==> config.mk <==
export PLATFORM = sky130hd
export DESIGN_NAME = csr_core_regs
export DESIGN_NICKNAME = d
export VERILOG_FILES = /design/src/core/csr_pkg.sv /design/src/core/csr_arb_if.sv /design/src/core/csr_arb.sv /design/src/core/csr_core_regs.sv
export SDC_FILE = /design/constraint.sdc
export NUM_CORES = 1
export LEC_CHECK = 0
export ABC_AREA = 1
export BUFFER_PORTS_ARGS = -buffer_cell sky130_fd_sc_hd__buf_2
export CAP_MARGIN = 25
export CORE_ASPECT_RATIO = 1.25
export CORE_MARGIN = 10
export CORE_UTILIZATION = 40
export CTS_CLUSTER_SIZE = 12
export DETAILED_ROUTE_END_ITERATION = 6
export HOLD_SLACK_MARGIN = 0.02
export PLACE_DENSITY = 0.73
export SLEW_MARGIN = 20
export SYNTH_ARGS = -nofsm -noshare
export SYNTH_HDL_FRONTEND = slang
export SYNTH_SLANG_ARGS = --single-unit
==> constraint.sdc <==
create_clock -name sys_clk -period 2.4 [get_ports sys_clk]
set_input_delay 0.48 -clock sys_clk [delete_from_list [all_inputs] [get_ports sys_clk]]
set_output_delay 0.48 -clock sys_clk [all_outputs]
set_load 0.1 [all_outputs]
==> src/core/csr_pkg.sv <==
/*
  Shared constants and types for the core status registers and interrupt entry.
  Assumes a single system clock and a core that presents one special-function access per cycle.
*/
// Notes on behaviour
// RULE1: Stack pointer resets to 0x07.
// RULE2: Push increments pointer, then writes byte.
// RULE3: Two bytes form 16-bit data pointer, reset zero.
// RULE4: Carry flag from addition carry or subtraction borrow.
// RULE5: Nibble carry from carry into upper nibble.
// RULE6: Two status bits pick one of four banks.
// RULE7: Overflow on signed overflow, big product, zero divisor.
// RULE8: Those instructions otherwise clear the overflow flag.
// RULE9: Parity bit read-only, odd accumulator ones.
// RULE10: Two user flags change only by software.
// RULE11: Accumulator and second operand reset to zero.
// RULE12: Software writes zero to reserved bits.
// RULE13: Pending flag sets on event regardless of enable.
// RULE14: Enabled pending request calls vector after instruction.
// RULE15: Return resumes the interrupted instruction stream.
// RULE16: Disabled sources are ignored for dispatch.
// RULE17: Global enable gates all individual enables.
// RULE18: Hardware clears only designated pending flags.
// RULE19: Still-pending flag re-enters after one instruction.
// RULE20: Software setting a pending flag requests too.
// RULE21: Several sources, each with two priority levels.
// RULE22: High preempts low; high never preempted.
// RULE23: Detect one cycle, then five-cycle call.
// RULE24: Software write beats same-cycle hardware flag update.
package csr_pkg;
  localparam logic [7:0] ADR_SP   = 8'h81;
  localparam logic [7:0] ADR_DPL  = 8'h82;
  localparam logic [7:0] ADR_DPH  = 8'h83;
  localparam logic [7:0] ADR_PEND = 8'h9f;
  localparam logic [7:0] ADR_IE   = 8'ha8;
  localparam logic [7:0] ADR_IP   = 8'hb8;
  localparam logic [7:0] ADR_PSW  = 8'hd0;
  localparam logic [7:0] ADR_ACC  = 8'he0;
  localparam logic [7:0] ADR_B    = 8'hf0;

  localparam logic [7:0] RST_SP   = 8'h07;
  localparam logic [7:0] ZERO8    = 8'h00;
  localparam logic [7:0] STK_STEP = 8'h01;

  localparam int PSW_CY  = 7;
  localparam int PSW_AC  = 6;
  localparam int PSW_RS1 = 4;
  localparam int PSW_RS0 = 3;
  localparam int PSW_OV  = 2;
  localparam int PSW_F1  = 1;
  localparam int PSW_PAR = 0;
  localparam int IE_EA   = 7;

  localparam logic [2:0]  BANK_PAD  = 3'h0;
  localparam logic [15:0] VEC_BASE  = 16'h0003;
  localparam int          VEC_SHIFT = 3;
  localparam logic [2:0]  CALL_CYC  = 3'h5;
  localparam logic [2:0]  CNT_ONE   = 3'h1;
  localparam logic [2:0]  CNT_ZERO  = 3'h0;

  localparam int         NUM_SRC_DEF = 7;
  localparam logic [6:0] HW_CLR_DEF  = 7'h0f;

  typedef enum logic [2:0] {OP_ADD, OP_ADDC, OP_SUBB, OP_MUL, OP_DIV, OP_OTHER} csr_op_e;
  typedef enum logic {ST_IDLE, ST_CALL} csr_st_e;
endpackage

==> src/core/csr_arb_if.sv <==
/*
  Interface between the register block and its priority arbiter.
  Assumes both ends run on the same system clock; all signals are combinational.
*/
`timescale 1ns/1ps
`default_nettype none
interface csr_arb_if #(parameter int N = 7) ();
  localparam int IW = $clog2(N);
  logic [N-1:0]  pend_en;
  logic [N-1:0]  prio;
  logic          svc_lo;
  logic          svc_hi;
  logic          req;
  logic [IW-1:0] idx;
  logic          hi;
  modport regs (output pend_en, output prio, output svc_lo, output svc_hi,
                input req, input idx, input hi);
  modport arb (input pend_en, input prio, input svc_lo, input svc_hi,
               output req, output idx, output hi);
endinterface
`default_nettype wire

==> src/core/csr_arb.sv <==
/*
  Two-level priority arbiter for interrupt requests.
  Assumes enabled, pending requests arrive already gated by the global enable.
*/
`timescale 1ns/1ps
`default_nettype none
module csr_arb (
  csr_arb_if.arb a
);
  localparam int N  = $bits(a.pend_en);
  localparam int IW = $bits(a.idx);

  // Loops run downward so that the lowest index is assigned last and wins a tie.
  always_comb begin
    a.req = 1'b0;
    a.idx = '0;
    a.hi  = 1'b0;
    for (int i = N - 1; i >= 0; i--) begin
      if (a.pend_en[i] && !a.prio[i] && !a.svc_lo && !a.svc_hi) begin // [RULE22]
        a.req = 1'b1;
        a.idx = IW'(i);
        a.hi  = 1'b0;
      end
    end
    for (int i = N - 1; i >= 0; i--) begin
      if (a.pend_en[i] && a.prio[i] && !a.svc_hi) begin // [RULE21] [RULE22]
        a.req = 1'b1;
        a.idx = IW'(i);
        a.hi  = 1'b1;
      end
    end
  end
endmodule
`default_nettype wire

==> src/core/csr_core_regs.sv <==
/*
  Core status registers (pointers, status word, operand registers) and interrupt entry.
  Assumes the core supplies one special-function access per cycle, flags per arithmetic
  operation, and pulses marking instruction completion and interrupt return.
*/
`timescale 1ns/1ps
`default_nettype none
module csr_core_regs #(
  parameter int                         N      = csr_pkg::NUM_SRC_DEF,
  parameter logic [N-1:0]               HW_CLR = csr_pkg::HW_CLR_DEF
) (
  input  wire logic                     sys_clk,
  input  wire logic                     rst,
  input  wire logic [7:0]               sfr_addr,
  input  wire logic                     sfr_wr,
  input  wire logic [7:0]               sfr_wdata,
  input  wire logic                     sfr_rd,
  output logic      [7:0]               sfr_rdata,
  input  wire logic                     op_valid,
  input  wire csr_pkg::csr_op_e         op_kind,
  input  wire logic                     op_cy,
  input  wire logic                     op_ac,
  input  wire logic                     op_sovf,
  input  wire logic [7:0]               op_mul_hi,
  input  wire logic                     acc_wr,
  input  wire logic [7:0]               acc_data,
  input  wire logic                     push_req,
  input  wire logic [7:0]               push_data,
  input  wire logic                     pop_req,
  output logic                          stk_wr_en,
  output logic      [7:0]               stk_wr_addr,
  output logic      [7:0]               stk_wr_data,
  output logic      [7:0]               stack_top_pointer,
  output logic      [15:0]              data_ptr_16,
  output logic      [4:0]               bank_base,
  input  wire logic [N-1:0]             irq_event,
  input  wire logic                     instr_done,
  input  wire logic                     reti_done,
  output logic                          irq_call,
  output logic      [15:0]              irq_vector
);
  import csr_pkg::*;

  typedef struct packed {
    csr_st_e      st;
    logic [2:0]   cnt;
    logic [7:0]   sp;
    logic [7:0]   data_ptr_low_byte;
    logic [7:0]   data_ptr_high_byte;
    logic [7:0]   program_status_word;
    logic [7:0]   acc;
    logic [7:0]   b;
    logic [7:0]   ie;
    logic [7:0]   ip;
    logic [N-1:0] pend;
    logic         svc_lo;
    logic         svc_hi;
    logic [7:0]   rdata;
    logic         call;
    logic [15:0]  vec;
    logic         wr_en;
    logic [7:0]   wr_adr;
    logic [7:0]   wr_dat;
  } csr_regs_s;

  csr_regs_s r_r;
  csr_regs_s r_nxt;

  csr_arb_if #(.N(N)) ai ();

  csr_arb u_arb (
    .a (ai.arb)
  );

  // Disabled sources and a cleared global enable never reach the arbiter.
  assign ai.pend_en = r_r.pend & r_r.ie[N-1:0] & {N{r_r.ie[IE_EA]}}; // [RULE16] [RULE17]
  assign ai.prio    = r_r.ip[N-1:0];
  assign ai.svc_lo  = r_r.svc_lo;
  assign ai.svc_hi  = r_r.svc_hi;

  always_comb begin
    r_nxt       = r_r;
    r_nxt.call  = 1'b0;
    r_nxt.wr_en = 1'b0;

    if (op_valid) begin
      r_nxt.program_status_word[PSW_CY] = op_cy; // [RULE4]
      r_nxt.program_status_word[PSW_AC] = op_ac; // [RULE5]
      unique case (op_kind)
        OP_ADD, OP_ADDC, OP_SUBB: r_nxt.program_status_word[PSW_OV] = op_sovf; // [RULE7] [RULE8]
        OP_MUL:   r_nxt.program_status_word[PSW_OV] = (op_mul_hi != ZERO8); // [RULE7] [RULE8]
        OP_DIV:   r_nxt.program_status_word[PSW_OV] = (r_r.b == ZERO8); // [RULE7] [RULE8]
        OP_OTHER: r_nxt.program_status_word[PSW_OV] = r_r.program_status_word[PSW_OV];
        default:  r_nxt.program_status_word[PSW_OV] = r_r.program_status_word[PSW_OV];
      endcase
    end

    if (acc_wr) begin
      r_nxt.acc = acc_data;
    end

    // The new top is written only after the pointer has moved up.
    if (push_req) begin
      r_nxt.sp     = r_r.sp + STK_STEP; // [RULE2]
      r_nxt.wr_en  = 1'b1;
      r_nxt.wr_adr = r_r.sp + STK_STEP; // [RULE2]
      r_nxt.wr_dat = push_data;
    end else if (pop_req) begin
      r_nxt.sp = r_r.sp - STK_STEP;
    end

    unique case (r_r.st)
      ST_IDLE: begin
        // A return boundary never dispatches, so one more instruction runs first.
        if (instr_done && !reti_done && ai.req) begin // [RULE14] [RULE19] [RULE23]
          r_nxt.st  = ST_CALL;
          r_nxt.cnt = CALL_CYC - CNT_ONE;
          r_nxt.vec = VEC_BASE | (16'(ai.idx) << VEC_SHIFT);
          if (HW_CLR[ai.idx]) begin
            r_nxt.pend[ai.idx] = 1'b0; // [RULE18]
          end
          if (ai.hi) begin
            r_nxt.svc_hi = 1'b1; // [RULE22]
          end else begin
            r_nxt.svc_lo = 1'b1;
          end
        end
      end
      ST_CALL: begin
        if (r_r.cnt == CNT_ZERO) begin
          r_nxt.st   = ST_IDLE;
          r_nxt.call = 1'b1; // [RULE23]
        end else begin
          r_nxt.cnt = r_r.cnt - CNT_ONE;
        end
      end
    endcase

    // Return drops the innermost level; the core restores its own program counter.
    if (reti_done) begin // [RULE15]
      if (r_r.svc_hi) begin
        r_nxt.svc_hi = 1'b0;
      end else begin
        r_nxt.svc_lo = 1'b0;
      end
    end

    // Software writes come after the flag, stack and interrupt-state updates so that they take precedence over those.
    if (sfr_wr) begin
      case (sfr_addr)
        ADR_SP:   r_nxt.sp  = sfr_wdata;
        ADR_DPL:  r_nxt.data_ptr_low_byte = sfr_wdata; // [RULE3]
        ADR_DPH:  r_nxt.data_ptr_high_byte = sfr_wdata; // [RULE3]
        ADR_PSW:  r_nxt.program_status_word[PSW_CY:PSW_F1] = sfr_wdata[PSW_CY:PSW_F1]; // [RULE24] [RULE10] [RULE6]
        ADR_ACC:  r_nxt.acc = sfr_wdata; // [RULE11]
        ADR_B:    r_nxt.b   = sfr_wdata; // [RULE11]
        ADR_IE:   r_nxt.ie  = sfr_wdata;
        ADR_IP:   r_nxt.ip  = sfr_wdata;
        ADR_PEND: r_nxt.pend = sfr_wdata[N-1:0]; // [RULE20]
        default:  r_nxt.sp  = r_nxt.sp;
      endcase
    end

    // An event in the cycle of a clear still leaves its flag set.
    r_nxt.pend = r_nxt.pend | irq_event; // [RULE13]

    // Parity follows the accumulator as a flop so that the status word is fully registered.
    r_nxt.program_status_word[PSW_PAR] = ^r_nxt.acc; // [RULE9]

    if (sfr_rd) begin
      case (sfr_addr)
        ADR_SP:   r_nxt.rdata = r_r.sp;
        ADR_DPL:  r_nxt.rdata = r_r.data_ptr_low_byte;
        ADR_DPH:  r_nxt.rdata = r_r.data_ptr_high_byte;
        ADR_PSW:  r_nxt.rdata = r_r.program_status_word;
        ADR_ACC:  r_nxt.rdata = r_r.acc;
        ADR_B:    r_nxt.rdata = r_r.b;
        ADR_IE:   r_nxt.rdata = r_r.ie;
        ADR_IP:   r_nxt.rdata = r_r.ip;
        ADR_PEND: r_nxt.rdata = 8'(r_r.pend);
        default:  r_nxt.rdata = ZERO8;
      endcase
    end
  end

  always_ff @(posedge sys_clk) begin
    if (rst) begin
      r_r    <= '0; // [RULE3] [RULE11]
      r_r.st <= ST_IDLE;
      r_r.sp <= RST_SP; // [RULE1]
    end else begin
      r_r <= r_nxt;
    end
  end

  assign sfr_rdata         = r_r.rdata;
  assign stk_wr_en         = r_r.wr_en;
  assign stk_wr_addr       = r_r.wr_adr;
  assign stk_wr_data       = r_r.wr_dat;
  assign stack_top_pointer = r_r.sp;
  assign data_ptr_16       = {r_r.data_ptr_high_byte, r_r.data_ptr_low_byte}; // [RULE3]
  assign bank_base         = {r_r.program_status_word[PSW_RS1:PSW_RS0], BANK_PAD}; // [RULE6]
  assign irq_call          = r_r.call;
  assign irq_vector        = r_r.vec;

  AST_SP_RESET: assert property (@(posedge sys_clk) rst |=> stack_top_pointer == RST_SP) // [RULE1]
    else $error("stack pointer not reloaded by reset");

  AST_PUSH_ORDER: assert property (@(posedge sys_clk) disable iff (rst) // [RULE2]
    push_req && !(sfr_wr && sfr_addr == ADR_SP)
      |=> stk_wr_en && stk_wr_addr == stack_top_pointer
          && stk_wr_addr == $past(stack_top_pointer) + STK_STEP)
    else $error("push did not pre-increment the stack pointer");

  AST_PARITY: assert property (@(posedge sys_clk) disable iff (rst) // [RULE9]
    r_r.program_status_word[PSW_PAR] == ^r_r.acc)
    else $error("parity flag disagrees with accumulator");

  AST_OV_MUL: assert property (@(posedge sys_clk) disable iff (rst) // [RULE7]
    op_valid && op_kind == OP_MUL && op_mul_hi != ZERO8 && !(sfr_wr && sfr_addr == ADR_PSW)
      |=> r_r.program_status_word[PSW_OV])
    else $error("overflow not set for large product");

  AST_OV_CLR: assert property (@(posedge sys_clk) disable iff (rst) // [RULE8]
    op_valid && (op_kind inside {OP_ADD, OP_ADDC, OP_SUBB}) && !op_sovf
      && !(sfr_wr && sfr_addr == ADR_PSW) |=> !r_r.program_status_word[PSW_OV])
    else $error("overflow not cleared");

  AST_PEND_SET: assert property (@(posedge sys_clk) disable iff (rst) // [RULE13]
    irq_event != '0 |=> (r_r.pend & $past(irq_event)) == $past(irq_event))
    else $error("event did not set its pending flag");

  AST_NO_GLOBAL: assert property (@(posedge sys_clk) disable iff (rst) // [RULE17]
    r_r.st == ST_IDLE && !r_r.ie[IE_EA] |=> r_r.st == ST_IDLE)
    else $error("dispatch with global enable cleared");

  AST_CALL_SIX: assert property (@(posedge sys_clk) disable iff (rst) // [RULE23]
    r_r.st == ST_IDLE && instr_done && !reti_done && ai.req
      |=> !irq_call [*5] ##1 irq_call)
    else $error("call did not complete six cycles after detect");

  AST_RETI_GAP: assert property (@(posedge sys_clk) disable iff (rst) // [RULE19]
    r_r.st == ST_IDLE && reti_done |=> r_r.st == ST_IDLE)
    else $error("dispatch on the return boundary");

  AST_PSW_SW: assert property (@(posedge sys_clk) disable iff (rst) // [RULE24]
    sfr_wr && sfr_addr == ADR_PSW |=> r_r.program_status_word[PSW_CY:PSW_F1] == $past(sfr_wdata[PSW_CY:PSW_F1]))
    else $error("software status write lost to hardware update");

  AST_HI_NOPREEMPT: assert property (@(posedge sys_clk) disable iff (rst) // [RULE22]
    r_r.svc_hi && r_r.st == ST_IDLE && !reti_done |=> r_r.st == ST_IDLE)
    else $error("high priority handler preempted");

  AST_RESET_REGS: assert property (@(posedge sys_clk) rst // [RULE3] [RULE11]
    |=> data_ptr_16 == {ZERO8, ZERO8} && r_r.acc == ZERO8 && r_r.b == ZERO8)
    else $error("pointer or operand register not cleared by reset");

  AST_RESET_IRQ: assert property (@(posedge sys_clk) rst // [RULE22]
    |=> r_r.ip == ZERO8 && r_r.ie == ZERO8 && r_r.pend == '0
        && r_r.st == ST_IDLE && !irq_call && !stk_wr_en)
    else $error("interrupt state not cleared by reset");

  AST_PUSH_DATA: assert property (@(posedge sys_clk) disable iff (rst) // [RULE2]
    push_req |=> stk_wr_en && stk_wr_data == $past(push_data))
    else $error("pushed byte not presented for the stack write");

  AST_POP_STEP: assert property (@(posedge sys_clk) disable iff (rst) // [RULE2]
    pop_req && !push_req && !(sfr_wr && sfr_addr == ADR_SP)
      |=> !stk_wr_en && stack_top_pointer == $past(stack_top_pointer) - STK_STEP)
    else $error("pop did not step the stack pointer down");

  AST_DPL_WRITE: assert property (@(posedge sys_clk) disable iff (rst) // [RULE3]
    sfr_wr && sfr_addr == ADR_DPL |=> data_ptr_16 == {r_r.data_ptr_high_byte, $past(sfr_wdata)})
    else $error("low pointer byte not written");

  AST_DPH_WRITE: assert property (@(posedge sys_clk) disable iff (rst) // [RULE3]
    sfr_wr && sfr_addr == ADR_DPH |=> data_ptr_16 == {$past(sfr_wdata), r_r.data_ptr_low_byte})
    else $error("high pointer byte not written");

  AST_CY_FOLLOW: assert property (@(posedge sys_clk) disable iff (rst) // [RULE4]
    op_valid && !(sfr_wr && sfr_addr == ADR_PSW) |=> r_r.program_status_word[PSW_CY] == $past(op_cy))
    else $error("carry flag does not follow the operation");

  AST_AC_FOLLOW: assert property (@(posedge sys_clk) disable iff (rst) // [RULE5]
    op_valid && !(sfr_wr && sfr_addr == ADR_PSW) |=> r_r.program_status_word[PSW_AC] == $past(op_ac))
    else $error("nibble carry flag does not follow the operation");

  AST_BANK_SEL: assert property (@(posedge sys_clk) disable iff (rst) // [RULE6]
    sfr_wr && sfr_addr == ADR_PSW |=> bank_base == {$past(sfr_wdata[PSW_RS1:PSW_RS0]), BANK_PAD})
    else $error("bank base does not follow the bank select bits");

  AST_OV_SIGNED: assert property (@(posedge sys_clk) disable iff (rst) // [RULE7]
    op_valid && (op_kind inside {OP_ADD, OP_ADDC, OP_SUBB}) && op_sovf
      && !(sfr_wr && sfr_addr == ADR_PSW) |=> r_r.program_status_word[PSW_OV])
    else $error("overflow not set for signed overflow");

  AST_OV_DIV: assert property (@(posedge sys_clk) disable iff (rst) // [RULE7]
    op_valid && op_kind == OP_DIV && r_r.b == ZERO8
      && !(sfr_wr && sfr_addr == ADR_PSW) |=> r_r.program_status_word[PSW_OV])
    else $error("overflow not set for divide by zero");

  AST_OV_MULDIV_CLR: assert property (@(posedge sys_clk) disable iff (rst) // [RULE8]
    op_valid && ((op_kind == OP_MUL && op_mul_hi == ZERO8) || (op_kind == OP_DIV && r_r.b != ZERO8))
      && !(sfr_wr && sfr_addr == ADR_PSW)
      |=> !r_r.program_status_word[PSW_OV])
    else $error("overflow not cleared after multiply or divide");

  AST_OV_OTHER_KEEP: assert property (@(posedge sys_clk) disable iff (rst) // [RULE8]
    op_valid && op_kind == OP_OTHER && !(sfr_wr && sfr_addr == ADR_PSW)
      |=> $stable(r_r.program_status_word[PSW_OV]))
    else $error("overflow changed by an operation that leaves it alone");

  AST_USER_FLAGS: assert property (@(posedge sys_clk) disable iff (rst) // [RULE10] [RULE6]
    !(sfr_wr && sfr_addr == ADR_PSW)
      |=> $stable(r_r.program_status_word[PSW_F1]) && $stable(r_r.program_status_word[PSW_RS1:PSW_RS0]))
    else $error("user flag or bank select changed without a software write");

  AST_NO_DISABLED: assert property (@(posedge sys_clk) disable iff (rst) // [RULE16]
    r_r.st == ST_IDLE && (r_r.pend & r_r.ie[N-1:0]) == '0 |=> r_r.st == ST_IDLE)
    else $error("dispatch without an enabled pending source");

  AST_PEND_HWCLR: assert property (@(posedge sys_clk) disable iff (rst) // [RULE18]
    r_r.st == ST_IDLE && instr_done && !reti_done && ai.req && HW_CLR[ai.idx]
      && !irq_event[ai.idx] && !(sfr_wr && sfr_addr == ADR_PEND)
      |=> !r_r.pend[$past(ai.idx)])
    else $error("designated pending flag not cleared on vectoring");

  AST_PEND_KEEP: assert property (@(posedge sys_clk) disable iff (rst) // [RULE18]
    r_r.st == ST_IDLE && instr_done && !reti_done && ai.req && !HW_CLR[ai.idx]
      && !(sfr_wr && sfr_addr == ADR_PEND)
      |=> r_r.pend[$past(ai.idx)])
    else $error("software cleared pending flag dropped by hardware");

  AST_VECTOR: assert property (@(posedge sys_clk) disable iff (rst) // [RULE14]
    r_r.st == ST_IDLE && instr_done && !reti_done && ai.req
      |=> irq_vector == (VEC_BASE | (16'($past(ai.idx)) << VEC_SHIFT)))
    else $error("vector does not match the dispatched source");

  AST_SOFT_REQ: assert property (@(posedge sys_clk) disable iff (rst) // [RULE20]
    sfr_wr && sfr_addr == ADR_PEND |=> r_r.pend == ($past(sfr_wdata[N-1:0]) | $past(irq_event)))
    else $error("software write to the pending flags lost");

  AST_RETI_HI: assert property (@(posedge sys_clk) disable iff (rst) // [RULE15]
    reti_done && r_r.svc_hi |=> !r_r.svc_hi)
    else $error("return left the high level in service");

  AST_RETI_LO: assert property (@(posedge sys_clk) disable iff (rst) // [RULE15]
    reti_done && !r_r.svc_hi |=> !r_r.svc_lo)
    else $error("return left the low level in service");

  AST_CALL_PULSE: assert property (@(posedge sys_clk) disable iff (rst) // [RULE23]
    irq_call |=> !irq_call)
    else $error("call strobe longer than one cycle");

  AST_HI_ENTRY: assert property (@(posedge sys_clk) disable iff (rst) // [RULE21] [RULE22]
    r_r.st == ST_IDLE && instr_done && !reti_done && ai.req && ai.hi
      |=> r_r.svc_hi && r_r.ip[$past(ai.idx)])
    else $error("high level request not entered at high level");
endmodule
`default_nettype wire

==> results of run 1 <==
## worst max-delay path: stages, from the launching register on
cell,delay [ns]
dfxtp_1,0.40
inv_1,0.16
nand2_1,0.11
nor3_1,0.26
nor2_1,0.12
nand2_1,0.09
nand3b_1,0.11
nand3_1,0.08
nor2_1,0.24
inv_1,0.13
nand2_1,0.12
o22ai_1,0.08
inv_1,0.05
nor2_1,0.03
## report_power, final
group,internal (mW),switching (mW)
Sequential,1.83,0.0386
Combinational,0.148,0.545
Clock,0.818,0.727
## flip-flops by register name, indices dropped and copies added (netlist names)
register / flops
r_r: 42
data_ptr_16: 16
sfr_rdata: 8
stack_top_pointer: 8
stk_wr_addr: 8
stk_wr_data: 8
ai.prio: 7
irq_vector: 4
bank_base: 2
ai.svc_hi: 1
ai.svc_lo: 1
irq_call: 1
stk_wr_en: 1
## layout by cell type, fill, tap and decap left out, drive strengths merged, types with 5 or more instances in the layout
cell type	count
a21oi	89
a221oi	6
a31oi	5
buf	132
clkbuf	9
conb	14
dfxtp	107
inv	104
nand2	148
nand3	39
nand4	18
nor2	88
nor3	14
o211ai	6
o21ai	82
o22ai	12
xor2	6
## worst paths after layout
path | start | depth (start not counted) | endpoint | slack (ns)
max | ai.svc_hi | 13 | r_r[116] | 0.30
min | reti_done | 2 | ai.svc_hi | 0.29
max reg2reg | ai.svc_hi | 13 | r_r[116] | 0.30
min reg2reg | r_r[115] | 1 | r_r[115] | 0.43
## synthesized netlist by cell type (2+ instances only)
cell type  instances  area, sq um
nor4_1             2         12.5
o21ai_1            5         25.0
xnor2_1            2         17.5
xnor2_2            2         32.5
xor2_1             6         52.6
buf_1              3         11.3
nor3_1            13         65.1
clkbuf_1          20         75.1
o21ai_2            4         35.0
buf_4             70          526
a21oi_1           89          445
a221oi_1           6         52.6
a31oi_1            5         31.3
nand2_1          147          552
nand4_4            2         42.5
nor2_2             2         12.5
o21ai_0           73          365
nand4_1           16          100
ha_1               4         50.1
o211ai_1           6         45.0
a211oi_1           3         22.5
inv_1            101          379
nand3_1           38          190
o41ai_1            2         17.5
nor2_1            84          315
o22ai_1           12         75.1
dfxtp_1          107         2140
buf_2              8         40.0
## metal layers
metal / wire [um] / vias to the layer above
li1: - / 2816
met1: 7360 / 2581
met2: 8530 / 231
met3: 1460 / 30
met4: 450 / 0
met5: 0 / -
## cells by family after synthesis
logic type / after synthesis
multiplexers: 1
AND/OR/NAND/NOR: 313
buffers and inverters: 205
XOR/XNOR: 10
AO/OA/AOI/OAI: 208
adder cells (fa/ha/maj): 4
flip-flops: 107
other: 1
## area by class of cell
cell class                      count  area (sq um)
Clock buffer                        9           225
Clock inverter                      7          75.1
Fill cell                        1483          7920
Inverter                          102           383
Multi-Input combinational cell    550          2750
Sequential cell                   107          2140
Tap cell                          178           223
Timing Repair Buffer              132           693
## per-stage QoR
step	util	power (mW)	cells	hold WS, ns
2_1_floorplan	-	2.48	862	0.407
3_3_place_gp	0.430	2.59	1069	0.413
3_5_place_dp	0.430	2.60	1069	0.425
4_1_cts	0.451	4.12	1085	0.286
5_1_grt	0.451	4.24	1085	0.300
6_report	0.451	4.10	1085	0.291
## timing repair
action,in CTS,in global routing
endpoints found under the setup margin,0,6
setup buffers,0,0
gates resized for setup,0,1
hold buffers,0,0
endpoints found under the hold margin,0,0
==> results by group, run 1 <==
Outcome
  – Status: finished clean

Route
  – Initial DRC Count: 652
  – Vias after detailed routing: 5658
  – Routed WL per cell: 16.4 um
  – TritonRoute pass-1 iters: 6
  – Vias per cell: 5.21
  – DR DRC count: 0
  – Drt total wl: 17800 um
  – Routed Antenna Nets: 0

GRT
  – Initial antenna violation count: 0
  – Vias in the first global route: 5455
  – Overflow after GRT: 0
  – Most used routing layer: met2
  – First-pass GRT wire length: 28000 um
  – GRT Util Overall: 0.173
  – Met3 Track Usage GR: 0.0422
  – Met2 usage in global routing: 0.285
  – M1 GR Usage: 0.211
  – Largest net degree at the start of global routing: 46

Critical path
  – Req. time, crit path: 2.64 ns
  – CP endpoint kind: flip-flop
  – Crit path launch type: flip-flop
  – WS Path Type: reg2reg
  – CP arrival: 2.34 ns
  – Max FO, Critical Path: 9

STA
  – Final Max Slew Viols: 0
  – Fmax: 0.476 GHz
  – Setup ws final: 0.299 ns
  – Clock skew: 0.00810 ns
  – Final period util: 0.875
  – Period minus WS final: 2.10 ns
  – Max transition margin: 0.649
  – Setup-failing EPs final: 0
  – Worst Tran Pin Value: 0.530 ns
  – Unrepaired setup endpoints after global routing: no
  – Setup TNS: 0 ns
  – Endpoints failing hold: 0

Finish
  – Area Growth Syn to Fin: 9.98%
  – Fin nets: 969
  – Layout Cell Area excl Fill: 0.00649 sq mm
  – Ant. Diodes: 0
  – Fraction of layout cells with a size suffix above 1: 0.185

Clock tree
  – # clock sinks: 107
  – CTS tree: done
  – CTS clk-pin slew, worst paths: 0.07 ns
  – CTS max path bufs: 2
  – Clock Latency Late Sink: 0.36 ns
  – Clk root buf: clkbuf_16
  – H-tree depth: 3
  – CTS Buf Count: 9

Floorplan
  – Full die area: 0.0200 sq mm
  – Chip width: 129 um
  – Core Box Area: 0.0144 sq mm
  – Die height: 156 um
  – Initial Util: 0.410
  – Io pins: 134
  – Rows: 49

Power and ir drop
  – LEAKAGE: 2.92 nW
  – Pwr dens: 632 mW/mm^2
  – Worst vdd ir: 0.296 mV

Yosys
  – Synthesized area per cell: 6.95 sq um
  – Mux contribution to synthesized area: 0.00191
  – Post-synth EDFFs: 0
  – Cell area after synthesis: 0.00590 sq mm
  – Post-Synthesis Cells: 849
  – Largest family of logic cells by synthesized area: simple AND/OR/NAND/NOR gates
  – Synth async-reset ratio: 0
  – Xor and xnor area share after synthesis: 0.0174
  – Yosys reg bits: 107
  – Register area share after synthesis: 0.363
  – Post-synthesis adder-cell area fraction: 0.00848
  – Main synth FF type: dfxtp_1
  – Compound-Gate Fraction of Synth Area: 0.193
  – Simple logic cell fraction of the synthesized area: 0.236
  – Synth cell types: 45
  – Synth warn: 0

Placement
  – Detail Placement HPWL: 13600 um
  – Placed cell area: 0.00619 sq mm
  – GP Congestion: 0.961
  – Buffers on Ports: 119
  – Setup Slack @ Placement: 0.110 ns

Min path
  – Hold crit path type: in2reg

Run
  – Max cap viols: 0
Power figures use the tool's default switching activity.
==> run 2: changes to the inputs <==
PLACE_DENSITY = 0.75   (was 0.73)
clock period = 1.68 ns   (was 2.4 ns; I/O delays follow)
==> run 2 against run 1 <==
Against the previous run:
- the run now ends with negative setup slack left
- via count up 10%
- hold slack got worse by 0.13 ns
- register-to-register slack got worse by 0.58 ns
- combinational power increased by 66%
- final cell count is 9.3% higher
- critical path type unchanged
- highest routed layer is now met5
- non-clock buffer count rose by 101
- largest power group unchanged
- clock power grew 42%
- critical endpoint is now r_r[45]
- first-iteration DRC count is 12% lower
- flip-flop and latch count did not move
==> results by group, run 2 (same netlist as run 1, synthesis figures left out) <==
Placement
  – GP Congestion: 0.960 (was 0.961)
  – Detail Placement HPWL: 14900 um (was 13600 um)
  – Placed cell area: 0.00689 sq mm (was 0.00619 sq mm)
  – Buffers on Ports: 119 (unchanged)
  – Total placed cells including tap cells: 1155 (was 1069)

Outcome
  – Failing checks: negative setup slack
  – Status: finished with violations (was finished clean)

STA
  – Unrepaired setup endpoints after global routing: yes (was no)
  – Final Max Slew Viols: 0 (unchanged)
  – Worst Tran Pin Value: 0.538 ns (was 0.530 ns)
  – Setup ws final: -0.277 ns (was 0.299 ns)
  – Clock skew: 0.00668 ns (was 0.00810 ns)
  – Fmax: 0.511 GHz (was 0.476 GHz)
  – Final period util: 1.16 (was 0.875)
  – Endpoints failing hold: 0 (unchanged)
  – Fin Hold WS: 0.158 ns (was 0.291 ns)
  – Setup-failing EPs final: 14 (was 0)
  – Period minus WS final: 1.96 ns (was 2.10 ns)
  – Max transition margin: 0.641 (was 0.649)

Critical path
  – Reg2Reg Setup Slack: -0.28 ns (was 0.30 ns)
  – Crit path max-delay cell type: dfxtp_4 (was dfxtp_1)
  – Crit-path most repeated cell: nand2_1
  – Crit path launch type: flip-flop (unchanged)
  – CP arrival: 2.18 ns (was 2.34 ns)
  – Crit-path max cell delay: 0.41 ns (was 0.40 ns)
  – Buf+Inv Stages, Crit Path: 1 (was 3)
  – WS Path Type: reg2reg (unchanged)
  – CP cell instances: nand3_1 -> nor3_4 -> nor2_1 -> nand2_1 -> nor2_2 -> nand3b_1 -> nand3_2 -> nor2_4 -> buf_6 -> nand4_1 -> nand2_1 -> a21oi_2 (was inv_1 -> nand2_1 -> nor3_1 -> nor2_1 -> nand2_1 -> nand3b_1 -> nand3_1 -> nor2_1 -> inv_1 -> nand2_1 -> o22ai_1 -> inv_1 -> nor2_1)
  – Req. time, crit path: 1.90 ns (was 2.64 ns)
  – Max FO, Critical Path: 8 (was 9)
  – CP endpoint kind: flip-flop (unchanged)
  – CP top delay family: simple AND/OR/NAND/NOR gates (unchanged)

Min path
  – Hold crit path type: in2reg (unchanged)

Floorplan
  – Io pins: 134 (unchanged)
  – Full die area: 0.0200 sq mm (unchanged)
  – Rows: 49 (unchanged)
  – Core Box Area: 0.0144 sq mm (unchanged)
  – Die height: 156 um (unchanged)
  – Initial Util: 0.410 (unchanged)
  – Chip width: 129 um (unchanged)

GRT
  – Largest net degree at the start of global routing: 47 (was 46)
  – M1 GR Usage: 0.222 (was 0.211)
  – GRT Util Overall: 0.188 (was 0.173)
  – First-pass GRT wire length: 30300 um (was 28000 um)
  – Vias in the first global route: 6005 (was 5455)
  – Overflow after GRT: 0 (unchanged)
  – Met3 Track Usage GR: 0.0398 (was 0.0422)
  – Most used routing layer: met2 (unchanged)
  – Initial antenna violation count: 1 (was 0)
  – Met2 usage in global routing: 0.316 (was 0.285)

Route
  – Vias after detailed routing: 6231 (was 5658)
  – Drt total wl: 20100 um (was 17800 um)
  – Vias per cell: 5.25 (was 5.21)
  – DR DRC count: 0 (unchanged)
  – Routed WL per cell: 16.9 um (was 16.4 um)
  – TritonRoute pass-1 iters: 5 (was 6)
  – Routed Antenna Nets: 0 (unchanged)
  – Initial DRC Count: 577 (was 652)

Clock tree
  – H-tree depth: 3 (unchanged)
  – Clk root buf: clkbuf_16 (unchanged)
  – # clock sinks: 107 (unchanged)
  – Hold-fix buffers, CTS: 0 (unchanged)
  – CTS Buf Count: 9 (unchanged)
  – CTS clk-pin slew, worst paths: 0.07 ns (about the same)
  – CTS max path bufs: 2 (unchanged)
  – CTS tree: done (unchanged)
  – Clock Latency Late Sink: 0.35 ns (was 0.36 ns)

Finish
  – Reg with most FFs: r_r (unchanged)
  – Area Growth Syn to Fin: 28.2% (was 9.98%)
  – Non-Filler Instances: 1186 (was 1085)
  – Ant. Diodes: 0 (unchanged)
  – Layout Cell Area excl Fill: 0.00757 sq mm (was 0.00649 sq mm)
  – Most common cell after layout, fill and taps aside: nand2_1 (unchanged)
  – Fin nets: 1070 (was 969)
  – Most frequent cells in the layout: nand2_1, buf_2, buf_4, dfxtp_1, inv_1 (was nand2_1, buf_2, dfxtp_1, inv_1, a21oi_1)
  – Final core utilization: 0.525 (was 0.451)
  – Max reg flops: 42 (unchanged)
  – Fraction of layout cells with a size suffix above 1: 0.324 (was 0.185)

Run
  – Max cap viols: 0 (unchanged)

Power and ir drop
  – LEAKAGE: 3.45 nW (was 2.92 nW)
  – Power Total: 5.99 mW (was 4.10 mW)
  – Pwr dens: 792 mW/mm^2 (was 632 mW/mm^2)
  – Worst vdd ir: 0.638 mV (was 0.296 mV)
run 2: area by class of cell:
class	count	area, sq um
Clock buffer	10	239
Clock inverter	6	62.6
Fill cell	1364	6840
Inverter	102	385
Multi-Input combinational cell	550	3010
Sequential cell	107	2150
Tap cell	178	223
Timing Repair Buffer	233	1500
run 2: metal layers:
metal  wire (um)  share of wire
met4         867          0.043
met2        9760           0.49
met1        7790           0.39
met5          13        0.00065
met3        1650          0.082
run 2: final timing paths:
| check | to | from | cells after the start |
|---|---|---|---|
| hold reg to reg | r_r[115] | r_r[115] | 1 |
| setup reg to reg | r_r[45] | r_r[66] | 12 |
| hold / removal | ai.svc_hi | reti_done | 2 |
| setup / recovery | r_r[45] | r_r[66] | 12 |
run 2: per-stage QoR:
stage                     setup WS, ns  TNS (ns)
final                           -0.277     -2.69
after global placement          -0.331     -9.89
after floorplan                 -0.104    -0.121
after CTS                      -0.0900    -0.447
after detailed placement        -0.393    -12.39
after global routing            -0.365     -3.96
run 2: repair_timing:
action	4_1_cts	5_1_grt
gates resized for setup	23	53
setup endpoints to repair	15	44
pin swaps	7	18
cloned	0	0
setup buffers	3	12
endpoints found under the hold margin	0	0
run 2: power by group:
part	switching, mW	internal, mW	total, mW
registers	0.0437	2.61	2.65
clock network	0.992	1.20	2.19
logic	0.843	0.303	1.15
run 2: worst register-to-register path, stage by stage, from the launching register on:
cell	delay, ns
dfxtp_4	0.41
nand3_1	0.21
nor3_4	0.20
nor2_1	0.08
nand2_1	0.12
nor2_2	0.06
nand3b_1	0.09
nand3_2	0.11
nor2_4	0.18
buf_6	0.13
nand4_1	0.07
nand2_1	0.11
a21oi_2	0.06
